`config.mk`:
```
export PLATFORM = sky130hd
export DESIGN_NAME = mbxcfg_device_flat
export DESIGN_NICKNAME = d
export VERILOG_FILES = /design/src/mbxcfg_pkg.sv /design/src/mbxcfg_if.sv /design/src/mbxcfg_device.sv /design/src/flat_wrapper.sv
export SDC_FILE = /design/constraint.sdc
export NUM_CORES = 1
export LEC_CHECK = 0
export BUFFER_PORTS_ARGS = -buffer_cell sky130_fd_sc_hd__buf_2
export CORE_MARGIN = 2
export CORE_UTILIZATION = 44
export DETAILED_ROUTE_END_ITERATION = 10
export GPL_TIMING_DRIVEN = 0
export PLACE_DENSITY = 0.77
export SKIP_CTS_REPAIR_TIMING = 1
export SLEW_MARGIN = 0
export SYNTH_ARGS = -nofsm -noshare
export SYNTH_HDL_FRONTEND = slang
export SYNTH_SLANG_ARGS = --single-unit
```
`constraint.sdc`:
```
create_clock -name sys_clk -period 3.4 [get_ports sys_clk]
set_input_delay 0.34 -clock sys_clk [delete_from_list [all_inputs] [get_ports sys_clk]]
set_output_delay 0.34 -clock sys_clk [all_outputs]
set_load 0.05 [all_outputs]
```
`src/mbxcfg_pkg.sv`:
```
package mbxcfg_pkg;
  // status byte fields
  localparam int PATH_HI = 7;
  localparam int PATH_LO = 6;
  localparam logic [1:0] PATH0 = 2'h0;
  localparam logic [1:0] PATH1 = 2'h1;
  localparam logic [1:0] PATH2 = 2'h2;
  // device-originated codes, paths 1 and 2
  localparam logic [5:0] DEV_RX_DATA = 6'h20;
  localparam logic [3:0] DEV_CFG_DATA = 4'h9;
  localparam logic [3:0] DEV_STAT_EVENT = 4'ha;
  localparam logic [3:0] DEV_STAT_INFO = 4'hb;
  localparam logic [7:0] BUF_AVAIL = 8'h00;
  // source units
  localparam logic [1:0] UNIT_BUFFER = 2'h0;
  localparam logic [1:0] UNIT_FRAMER = 2'h1;
  localparam logic [1:0] UNIT_PUMP = 2'h2;
  localparam logic [1:0] UNIT_IOM = 2'h3;
  // path 0 full codes
  localparam logic [5:0] P0_STAT_RESP = 6'h3d;
  localparam logic [5:0] P0_STAT_EVENT = 6'h3e;
  localparam logic [5:0] P0_TIMER = 6'h2a;
  localparam logic [5:0] P0_INVALID = 6'h3f;
  localparam logic [5:0] P0_VERSION = 6'h25;
  localparam logic [5:0] P0_CHIPVER = 6'h15;
  localparam logic [5:0] P0_KEY = 6'h03;
  localparam logic [5:0] P0_PROG = 6'h1f;
  // host message codes (bits 5:2) and unit field (bits 1:0)
  localparam logic [3:0] SETUP_P0 = 4'hf;
  localparam logic [3:0] SETUP_P12 = 4'h9;
  localparam logic [3:0] CFGREQ_P0 = 4'h7;
  localparam logic [3:0] CFGREQ_P12 = 4'h1;
  localparam logic [1:0] P0_BUF_UNIT = 2'h0;
  // priorities and lengths
  localparam logic [2:0] PRIO_KEEP = 3'h0;
  localparam logic [2:0] PRIO_RST_P0 = 3'h5;
  localparam logic [2:0] PRIO_RST_P12 = 3'h4;
  localparam logic [7:0] MAXPOS_P0 = 8'h1d;
  localparam logic [7:0] MAXPOS_P12 = 8'h3d;
  localparam logic [7:0] RESP_PARAMS = 8'h02;
endpackage

```
`src/mbxcfg_if.sv`:
```
`timescale 1ns/1ns
// byte-serial mailbox: status, ctrl high, ctrl low, then parameters
interface mbxcfg_if;
  logic h2d_valid;
  logic h2d_start;
  logic [7:0] h2d_byte;
  logic d2h_valid;
  logic d2h_start;
  logic [7:0] d2h_byte;
  modport device (input h2d_valid, input h2d_start, input h2d_byte,
                  output d2h_valid, output d2h_start, output d2h_byte);
  modport host (output h2d_valid, output h2d_start, output h2d_byte,
                input d2h_valid, input d2h_start, input d2h_byte);
endinterface

```
`src/mbxcfg_device.sv`:
```
`timescale 1ns/1ns
module mbxcfg_device (
  input wire logic sys_clk,
  input wire logic rst,
  mbxcfg_if.device mbx,
  input wire logic [2:0] rx_pending,
  input wire logic [1:0] rx_unit,
  input wire logic program_running,
  input wire logic [5:0] p0_event,
  input wire logic p0_event_valid,
  output logic [2:0] rx_grant,
  output logic [7:0] device_interrupt_status,
  output logic [7:0] control_high_byte,
  output logic [7:0] control_low_byte,
  output logic [8:0] base_priority,
  output logic [23:0] max_message_length
);
  typedef enum logic [1:0] {MBX_STAT, MBX_HI, MBX_LO, MBX_PAR} mbx_rx_t;
  typedef enum logic [2:0] {TX_IDLE, TX_STAT, TX_HI, TX_LO, TX_P1, TX_P2} mbx_tx_t;

  mbx_rx_t rx_q;
  mbx_tx_t tx_q;
  logic [7:0] stat_q, hi_q, lo_q, cnt_q;
  logic [2:0] base_q [3];
  logic [3:0] cur_q [3];
  logic [7:0] maxlen_q [3];
  logic [1:0] rsp_path_q;
  logic rsp_req_q;
  logic [1:0] win;
  logic any;
  logic [3:0] msg_code;
  logic [1:0] path;
  logic is_setup, is_req;

  ////////////////////////////////////////////////////////////////////////////
  // host message decode
  assign path = stat_q[mbxcfg_pkg::PATH_HI:mbxcfg_pkg::PATH_LO];
  assign msg_code = stat_q[5:2];
  // setup codes differ between path 0 and paths 1/2
  assign is_setup = (path == mbxcfg_pkg::PATH0) ? (msg_code == mbxcfg_pkg::SETUP_P0)
                    : (msg_code == mbxcfg_pkg::SETUP_P12);
  assign is_req = (path == mbxcfg_pkg::PATH0) ? (msg_code == mbxcfg_pkg::CFGREQ_P0)
                  : (msg_code == mbxcfg_pkg::CFGREQ_P12);

  // receive sequencer: status, ctrl high, ctrl low, parameters
  always_ff @(posedge sys_clk) begin
    if (rst) begin
      rx_q <= MBX_STAT;
      stat_q <= 8'h00;
      hi_q <= 8'h00;
      lo_q <= 8'h00;
      cnt_q <= 8'h00;
    end else if (mbx.h2d_valid) begin
      if (mbx.h2d_start) begin
        stat_q <= mbx.h2d_byte;
        rx_q <= MBX_HI;
      end else begin
        case (rx_q)
          MBX_HI: begin
            hi_q <= mbx.h2d_byte;
            rx_q <= MBX_LO;
          end
          MBX_LO: begin
            lo_q <= mbx.h2d_byte;
            cnt_q <= 8'h00;
            rx_q <= (mbx.h2d_byte == 8'h00) ? MBX_STAT : MBX_PAR;
          end
          MBX_PAR: begin
            cnt_q <= cnt_q + 8'h01;
            if (cnt_q + 8'h01 >= lo_q) rx_q <= MBX_STAT;
          end
          default: rx_q <= MBX_STAT;
        endcase
      end
    end
  end

  ////////////////////////////////////////////////////////////////////////////
  // arbitration among pending receive buffers
  always_comb begin
    win = 2'h0;
    any = 1'b0;
    for (int i = 0; i < 3; i++) begin
      // strict compare keeps the lower path on a tie
      if (rx_pending[i] && (!any || cur_q[i] > cur_q[win])) begin
        win = 2'(i);
        any = 1'b1;
      end
    end
  end

  logic setup_done, setup_len;
  assign setup_done = mbx.h2d_valid && !mbx.h2d_start && rx_q == MBX_LO && is_setup;
  assign setup_len = mbx.h2d_valid && !mbx.h2d_start && rx_q == MBX_PAR && is_setup
                     && cnt_q == 8'h00;

  // base and current priority; a priority change wins over aging
  always_ff @(posedge sys_clk) begin
    for (int i = 0; i < 3; i++) begin
      if (rst) begin
        base_q[i] <= (i == 0) ? mbxcfg_pkg::PRIO_RST_P0 : mbxcfg_pkg::PRIO_RST_P12;
        cur_q[i] <= {1'b0, (i == 0) ? mbxcfg_pkg::PRIO_RST_P0 : mbxcfg_pkg::PRIO_RST_P12};
      end else if (setup_done && path == 2'(i) && hi_q[2:0] != mbxcfg_pkg::PRIO_KEEP) begin
        base_q[i] <= hi_q[2:0];
        cur_q[i] <= {1'b0, hi_q[2:0]};
      end else if (any && win == 2'(i)) begin
        cur_q[i] <= {1'b0, base_q[i]};
      end else if (any && rx_pending[i] && cur_q[i] != 4'hf) begin
        cur_q[i] <= cur_q[i] + 4'h1; // saturates, no wrap
      end
    end
  end

  // max message length, only touched when a length parameter arrives
  always_ff @(posedge sys_clk) begin
    for (int i = 0; i < 3; i++) begin
      if (rst) begin
        maxlen_q[i] <= (i == 0) ? mbxcfg_pkg::MAXPOS_P0 : mbxcfg_pkg::MAXPOS_P12;
      end else if (setup_len && path == 2'(i)) begin
        if (mbx.h2d_byte > ((i == 0) ? mbxcfg_pkg::MAXPOS_P0 : mbxcfg_pkg::MAXPOS_P12))
          maxlen_q[i] <= (i == 0) ? mbxcfg_pkg::MAXPOS_P0 : mbxcfg_pkg::MAXPOS_P12;
        else
          maxlen_q[i] <= mbx.h2d_byte;
      end
    end
  end

  ////////////////////////////////////////////////////////////////////////////
  // grant and status byte selection
  always_ff @(posedge sys_clk) begin
    if (rst) begin
      rx_grant <= 3'h0;
      device_interrupt_status <= mbxcfg_pkg::BUF_AVAIL;
    end else begin
      rx_grant <= any ? (3'h1 << win) : 3'h0;
      if (p0_event_valid) begin
        // download codes are dropped once the program runs
        if (!(program_running && (p0_event == mbxcfg_pkg::P0_CHIPVER ||
              p0_event == mbxcfg_pkg::P0_KEY || p0_event == mbxcfg_pkg::P0_PROG)))
          device_interrupt_status <= {mbxcfg_pkg::PATH0, p0_event};
      end else if (any) begin
        if (win == mbxcfg_pkg::PATH0)
          device_interrupt_status <= {mbxcfg_pkg::PATH0, mbxcfg_pkg::P0_STAT_EVENT};
        else if (rx_unit == mbxcfg_pkg::UNIT_FRAMER)
          device_interrupt_status <= {win, mbxcfg_pkg::DEV_RX_DATA};
        else
          // other units raise a status event tagged with their source
          device_interrupt_status <= {win, mbxcfg_pkg::DEV_STAT_EVENT, rx_unit};
      end else if (rsp_req_q) begin
        // configuration data from the buffer unit
        device_interrupt_status <= {rsp_path_q, (rsp_path_q == mbxcfg_pkg::PATH0)
          ? mbxcfg_pkg::SETUP_P0 : mbxcfg_pkg::DEV_CFG_DATA, mbxcfg_pkg::UNIT_BUFFER};
      end
    end
  end

  ////////////////////////////////////////////////////////////////////////////
  // configuration response sender; one request is remembered while busy
  always_ff @(posedge sys_clk) begin
    if (rst) begin
      rsp_req_q <= 1'b0;
      rsp_path_q <= 2'h0;
    end else if (mbx.h2d_valid && !mbx.h2d_start && rx_q == MBX_LO && is_req) begin
      rsp_req_q <= 1'b1;
      rsp_path_q <= path;
    end else if (tx_q == TX_IDLE) begin
      rsp_req_q <= 1'b0;
    end
  end

  always_ff @(posedge sys_clk) begin
    if (rst) begin
      tx_q <= TX_IDLE;
      mbx.d2h_valid <= 1'b0;
      mbx.d2h_start <= 1'b0;
      mbx.d2h_byte <= 8'h00;
      control_high_byte <= 8'h00;
      control_low_byte <= 8'h00;
    end else begin
      mbx.d2h_valid <= tx_q != TX_IDLE;
      mbx.d2h_start <= tx_q == TX_STAT;
      case (tx_q)
        TX_IDLE: if (rsp_req_q) tx_q <= TX_STAT;
        TX_STAT: begin
          mbx.d2h_byte <= {rsp_path_q, (rsp_path_q == mbxcfg_pkg::PATH0) ? mbxcfg_pkg::SETUP_P0
                           : mbxcfg_pkg::DEV_CFG_DATA, mbxcfg_pkg::UNIT_BUFFER};
          tx_q <= TX_HI;
        end
        TX_HI: begin
          mbx.d2h_byte <= {5'h00, base_q[rsp_path_q]};
          control_high_byte <= {5'h00, base_q[rsp_path_q]};
          tx_q <= TX_LO;
        end
        TX_LO: begin
          mbx.d2h_byte <= mbxcfg_pkg::RESP_PARAMS;
          control_low_byte <= mbxcfg_pkg::RESP_PARAMS;
          tx_q <= TX_P1;
        end
        TX_P1: begin
          mbx.d2h_byte <= maxlen_q[rsp_path_q];
          tx_q <= TX_P2;
        end
        TX_P2: begin
          mbx.d2h_byte <= (rsp_path_q == mbxcfg_pkg::PATH0) ? mbxcfg_pkg::MAXPOS_P0
                          : mbxcfg_pkg::MAXPOS_P12;
          tx_q <= TX_IDLE;
        end
        default: tx_q <= TX_IDLE;
      endcase
    end
  end

  // flat views of per-path settings
  always_ff @(posedge sys_clk) begin
    if (rst) begin
      base_priority <= 9'h000;
      max_message_length <= 24'h000000;
    end else begin
      base_priority <= {base_q[2], base_q[1], base_q[0]};
      max_message_length <= {maxlen_q[2], maxlen_q[1], maxlen_q[0]};
    end
  end
endmodule

```
`src/flat_wrapper.sv`:
```
// flat-port wrapper written by rule: the top's interface ports become plain ports
module mbxcfg_device_flat 
  (sys_clk, rst, rx_pending, rx_unit, program_running, p0_event, p0_event_valid, rx_grant, device_interrupt_status, control_high_byte, control_low_byte, base_priority, max_message_length, mbx_h2d_valid, mbx_h2d_start, mbx_h2d_byte, mbx_d2h_valid, mbx_d2h_start, mbx_d2h_byte);
  mbxcfg_if mbx_i ();
  input wire logic sys_clk;
  input wire logic rst;
  input wire logic [2:0] rx_pending;
  input wire logic [1:0] rx_unit;
  input wire logic program_running;
  input wire logic [5:0] p0_event;
  input wire logic p0_event_valid;
  output logic [2:0] rx_grant;
  output logic [7:0] device_interrupt_status;
  output logic [7:0] control_high_byte;
  output logic [7:0] control_low_byte;
  output logic [8:0] base_priority;
  output logic [23:0] max_message_length;
  input wire logic [$bits(mbx_i.h2d_valid)-1:0] mbx_h2d_valid;
  input wire logic [$bits(mbx_i.h2d_start)-1:0] mbx_h2d_start;
  input wire logic [$bits(mbx_i.h2d_byte)-1:0] mbx_h2d_byte;
  output wire logic [$bits(mbx_i.d2h_valid)-1:0] mbx_d2h_valid;
  output wire logic [$bits(mbx_i.d2h_start)-1:0] mbx_d2h_start;
  output wire logic [$bits(mbx_i.d2h_byte)-1:0] mbx_d2h_byte;
  assign mbx_i.h2d_valid = mbx_h2d_valid;
  assign mbx_i.h2d_start = mbx_h2d_start;
  assign mbx_i.h2d_byte = mbx_h2d_byte;
  assign mbx_d2h_valid = mbx_i.d2h_valid;
  assign mbx_d2h_start = mbx_i.d2h_start;
  assign mbx_d2h_byte = mbx_i.d2h_byte;
  mbxcfg_device u_core (.sys_clk(sys_clk), .rst(rst), .mbx(mbx_i), .rx_pending(rx_pending), .rx_unit(rx_unit), .program_running(program_running), .p0_event(p0_event), .p0_event_valid(p0_event_valid), .rx_grant(rx_grant), .device_interrupt_status(device_interrupt_status), .control_high_byte(control_high_byte), .control_low_byte(control_low_byte), .base_priority(base_priority), .max_message_length(max_message_length));
endmodule
```
* Word-level counts from Yosys, hierarchy flattened *
Memories as Yosys holds them, arrays and structs flattened. A register that Yosys moved wholly into a read port is not among the register bits.
Cells that the tools add are included.

storage, ports and cells
  memory bits (writable) = 45
  memories = 3
  logic and storage cells = 236
  output and inout bits = 70
  bits in registers = 69
  bits of input ports = 25

cells by class
  mux-type cells = 107
  $add $sub $neg = 4
  eq/ne operators = 26
  bitwise logic cells = 20
  magnitude comparators = 5
  shift-type cells = 1
  reduce and logical (&&, ||, !) cells = 54

memories
  memory           words  bits a word  rd ports  clocked after Yosys merged registers in  wr ports  RTL line             source
  u_core.maxlen_q  3      8            4         4                                        3         mbxcfg_device.sv:26  logic [7:0] maxlen_q [3];
  u_core.cur_q     3      4            4         0                                        3         mbxcfg_device.sv:25  logic [3:0] cur_q [3];
  u_core.base_q    3      3            4         1                                        3         mbxcfg_device.sv:24  logic [2:0] base_q [3];

operator list
  kind                   number
  $mux W8                11
  $mux W1                68
  $mux W4                10
  $pmux W8 S5            1
  $logic_and A1 B1 Y1    28
  $or A1 B1 Y1           18
  $logic_not A8 Y1       2
  $mux W2                8
  $pmux W8 S2            1
  $mux W3                5
  $pmux W3 S5            1
  $add A4 B1 Y4 const B  3
  $eq A6 B5 Y1 const B   2
  $ne A4 B4 Y1 const B   3
  $reduce_and A3 Y1      3
  $reduce_bool A3 Y1     3
  $add A8 B1 Y8 const B  1
  $eq A2 B1 Y1 const B   4
  $eq A2 B2 Y1 const B   4
  $eq A4 B4 Y1 const B   2
  $ge A8 B8 Y1           1
  $gt A4 B4 Y1           2
  $gt A8 B5 Y1 const B   1
  $gt A8 B6 Y1 const B   1
  21 further kinds       34

* Depth between registers and ports, before layout *
An unclocked memory read counts as a cell.

  depth after elaboration = 18
  gate-level depth with buffers = 16
  mapped depth without buffers = 14

* Worst setup path before layout *
OpenSTA, ideal clock, no wires.

  path type = flip-flop to flip-flop
  start = memory u_core.cur_q[1][3]
  end = memory u_core.cur_q[2][2], data pin
  setup time = 0.284 ns
  buffers on the path = 1
  path slack = 0.027 ns
  required time = 3.116 ns
  period minus slack after synthesis = 3.373 ns
  data arrival time = 3.088 ns
  stages on the path, launching flop included = 14
  cell sequence = edfxtp_1 -> ha_1 -> nand2_1 -> o21bai_1 -> a21oi_1 -> clkbuf_1 -> mux2_2 -> ha_1 -> nand4_1 -> o21a_1 -> o31a_1 -> or3b_2 -> o21ai_0 -> a22oi_1

RTL lines
  item                RTL line
  start: declaration  mbxcfg_device.sv:25

==> results.txt <==
After detailed routing, the met3 layer carries 1.06 mm of wire. For the number of max-slew violations in the final report, the log shows 0. The setup path with the least slack is of type reg -> reg. Post-synthesis average cell area: 9.42 um2. TritonCTS built the clock tree. The area occupied by multi-input gates was 3040 um2. For the boundary pin count, the log shows 95. The internal power of the cells totals 3.20 mW. The hold-critical path depth was 3; the count of vias placed by the detailed router was 5435. The kind of end point of the critical path was a flop. The detailed-route wire length on metal 1 was 7.03 mm; the proportion of synthesized flip-flops having asynchronous set or reset was 0. The insertion delay of the later-clocked pin in the worst-skew pair is 0.43 ns.

The critical path data required time is 3.56 ns, and the post-synthesis cell type count is 63. TritonCTS created 17 clock buffers. After synthesis, the largest family of logic cells by area is simple AND/OR/NAND/NOR gates.

The die covers 15500 um2. The run finished with clean final reports. dfxtp_1 takes more of the synthesized area than any other cell. The logs give -0.357 ns for the worst slack after detailed placement and 138 for the sink count of the clock tree.

After detailed routing, the number of remaining DRC violations is 0. The worst path meets setup with 0.0590 ns of slack. Overall power consumption after layout is estimated at 4.53 mW. Routability-driven placement finished with a final weighted congestion of 0.874. Clock-pin slew was measured on the worst setup and hold paths at 0.06 ns. The initial antenna violation count was 0.

Setup repair after global routing could not meet its margin everywhere. The share of power burned in combinational logic is 0.182, and the arithmetic-cell share of the synthesized area counting full adders, half adders and majority gates is 0.0469. Entering global routing, the biggest net connects 17 pins. The run gives 3210 um2 as the sequential cell area. The cell chosen for the clock root was clkbuf_16. After routing the design area is 7920 um2. For this run the aggregate overflow at the end of global routing stands at 0. Summed over all nets, the switching power comes to 1.33 mW. The first-iteration detailed-routing DRC count was 549; the compound-gate portion of the synthesized area was 0.127. 0 antenna diodes ended up in the layout. The number of vias per cell after detailed routing is 5.38, and the met2 wire length is 7.48 mm.

For the total count of hold-check failures in the final report, the log shows 0. The post-synthesis share of cell area spent on and, or, nand and nor gates works out to 0.221. Data arrives at the worst endpoint at 3.50 ns. The die extent in y is 125 um.

Half-perimeter wire length after placement: 11.4 mm. Synthesis produced a netlist whose cell count is 680. The multiplexer share of the synthesized area was 0.0350; the final critical-path share of the clock period was 0.983.

Overall fraction of global-route tracks in use: 0.202. The first global-routing pass estimated 25.0 mm of wire. The number of nets in the final layout was 862; the iteration count of the initial detailed-routing pass was 6. The area after detailed placement was 7110 um2; the total wire length after detailed routing was 16.0 mm. For this run, the number of Yosys warnings is 0. Yosys instantiated no cell more often than dfxtp_1. Sorting the synthesized cells by how often they occur yields dfxtp_1 (93), nand2_1 (74), nor2_1 (60), a21oi_1 (58), edfxtp_1 (45).

The worst-case hold slack is 0.189 ns, and the fill cell total of the finished layout is 1259. For this design the ratio of total power to cell area is 572 nW/um2. Static timing analysis puts the maximum clock frequency at 299 MHz.

The floorplan has 44 rows. The number of cell instances on the worst register-to-register path came out at 14. The area growth from synthesis to layout is 23.7%.

For this run, the leading register cell type out of synthesis is dfxtp_1. The effective utilization at floorplan is 0.446. The critical-path maximum fanout came out at 8. The run gives 0.409 as the share of power burned in registers. Measured along the x axis, the die boundary spans 125 um. At the pin with the least slew margin, the transition time is 1.18 ns. The clock power share came out at 0.409. Leakage power of the design: 3.14 nW. After synthesis, the cell types taking the most area are dfxtp_1 (29%), edfxtp_1 (21%), ha_1 (4.7%). The number of H-tree levels is 4.

Clock skew on the completed layout was measured at 0.00938 ns. The switching share of power was 0.293. The parity-gate share of the synthesized area counting xor and xnor cells was 0.0191; the count of antenna-violating nets left after detailed routing was 0.

The count of buffers from port buffering was 81; the placeable core area was 14400 um2. For the final standard cell utilization of the core, the log shows 0.551. The number of enable-type register cells in the synthesized netlist was 45; the post-layout minimum cycle time was 3.34 ns.

The share of the yosys chip area belonging to registers came out at 0.502. The highest layer used for signal routing is met4. The worst voltage drop across the vdd grid was 0.000362 V; the detail-routed net length per standard cell was 15.8 um.

The share of layout cells above drive strength 1 was 0.215. The worst-case headroom to the max-slew limit is 0.206. Post-synthesis sequential element count: 138.

STA classifies the critical path startpoint as a flop. The number of global-route vias before repair came out at 4971. Max-cap violations in this run came to 0. The mapped netlist covers 6400 um2. The area fraction of the dominant cell type after synthesis came out at 0.291.

The run gives 2 as the maximum count of clock buffers along a single path. Setup violations remaining at the end of the flow were counted as 0. The path class of the tightest hold or removal check is in -> reg.
==> cells by family (layout without fill, tap and decap cells) <==
group	Yosys count	after routing
flops	138	138
simple gates	278	278
compound gates	134	134
mux	22	22
buf+inv	69	197
fa+ha+maj	24	24
xor+xnor	14	14
other cells	1	19
==> worst paths after layout <==
check	start	endpoint	slack, ns
worst max-delay path	u_core.cur_q[0][3]	u_core.cur_q[0][1]	0.06
worst min register to register	u_core.lo_q[7]	u_core.lo_q[7]	0.46
worst min-delay path	mbx_h2d_byte[6]	u_core.lo_q[6]	0.19
worst max register to register	u_core.cur_q[0][3]	u_core.cur_q[0][1]	0.06
==> worst max-delay path: stages, from the launching register on <==
cell and delay, ns:
edfxtp_1 0.40, inv_1 0.18, ha_4 0.24, a211oi_2 0.26, a21oi_2 0.11, buf_6 0.14
nor2_2 0.08, a21oi_2 0.04, ha_1 0.32, o21ai_2 0.17, a21oi_2 0.07, o31a_4 0.41
nor3_4 0.31, mux2i_1 0.22, o22ai_1 0.12
==> metrics by stage <==
stage,instances,TNS (ns)
6_report,1010,0
5_1_grt,1010,-0.444
4_1_cts,995,-7.37
3_5_place_dp,963,-6.59
3_3_place_gp,963,-5.45
2_1_floorplan,698,0
==> sequential cells by signal (all words and copies together) (netlist names), named ones only <==
name                            flops
max_message_length                 24
u_core.control_low_byte             1
u_core.rx_q                         2
u_core.rsp_path_q                   2
u_core.rsp_req_q                    1
u_core.control_high_byte            3
u_core.tx_q                         3
u_core.mbx.d2h_start                1
u_core.device_interrupt_status      8
u_core.base_q                       9
u_core.cnt_q                        8
u_core.lo_q                         8
u_core.cur_q                       12
u_core.hi_q                         3
u_core.mbx.d2h_byte                 8
u_core.base_priority                9
u_core.stat_q                       6
u_core.rx_grant                     3
u_core.mbx.d2h_valid                1
u_core.maxlen_q                    24
==> area by class of cell <==
type / instances / share of cell area
buffer: 42 / 0.0289
multi-input combinational: 491 / 0.384
clock buffer: 18 / 0.0542
timing repair buffer: 96 / 0.0654
inverter: 27 / 0.0128
tap: 184 / 0.0291
sequential: 138 / 0.406
clock inverter: 14 / 0.0202
==> layer usage <==
metal,vias up,global-route usage
met5,-,0
met2,231,0.323
met1,2533,0.264
li1,2628,-
met4,0,0.0846
met3,43,0.0464
==> layout by cell type, fill, tap and decap left out, drive strengths merged, types with 7 or more instances in the layout <==
cell / netlist / routed
conb: 1 / 19
dfxtp: 93 / 93
mux2i: 19 / 19
a22oi: 8 / 8
edfxtp: 45 / 45
ha: 24 / 24
nor3: 16 / 16
nor2b: 38 / 38
nand2: 74 / 74
or3: 14 / 14
o21ai: 28 / 28
nand2b: 11 / 11
a21oi: 59 / 59
inv: 27 / 34
xnor2: 10 / 10
nand3: 29 / 29
nor4: 7 / 7
a211oi: 7 / 7
buf: 21 / 118
nor2: 60 / 60
clkbuf: 21 / 38
==> power groups by stage <==
stage / clock (mW) / sequential [mW] / combinational [mW]
3_3_place_gp: 0 / 1.88 / 0.640
6_report: 1.85 / 1.85 / 0.826
4_1_cts: 1.87 / 1.85 / 0.661
5_1_grt: 1.96 / 1.86 / 0.887
2_1_floorplan: 0 / 2.00 / 0.368
3_5_place_dp: 0 / 1.88 / 0.653
Note: power is estimated with default switching activity, not from simulation.
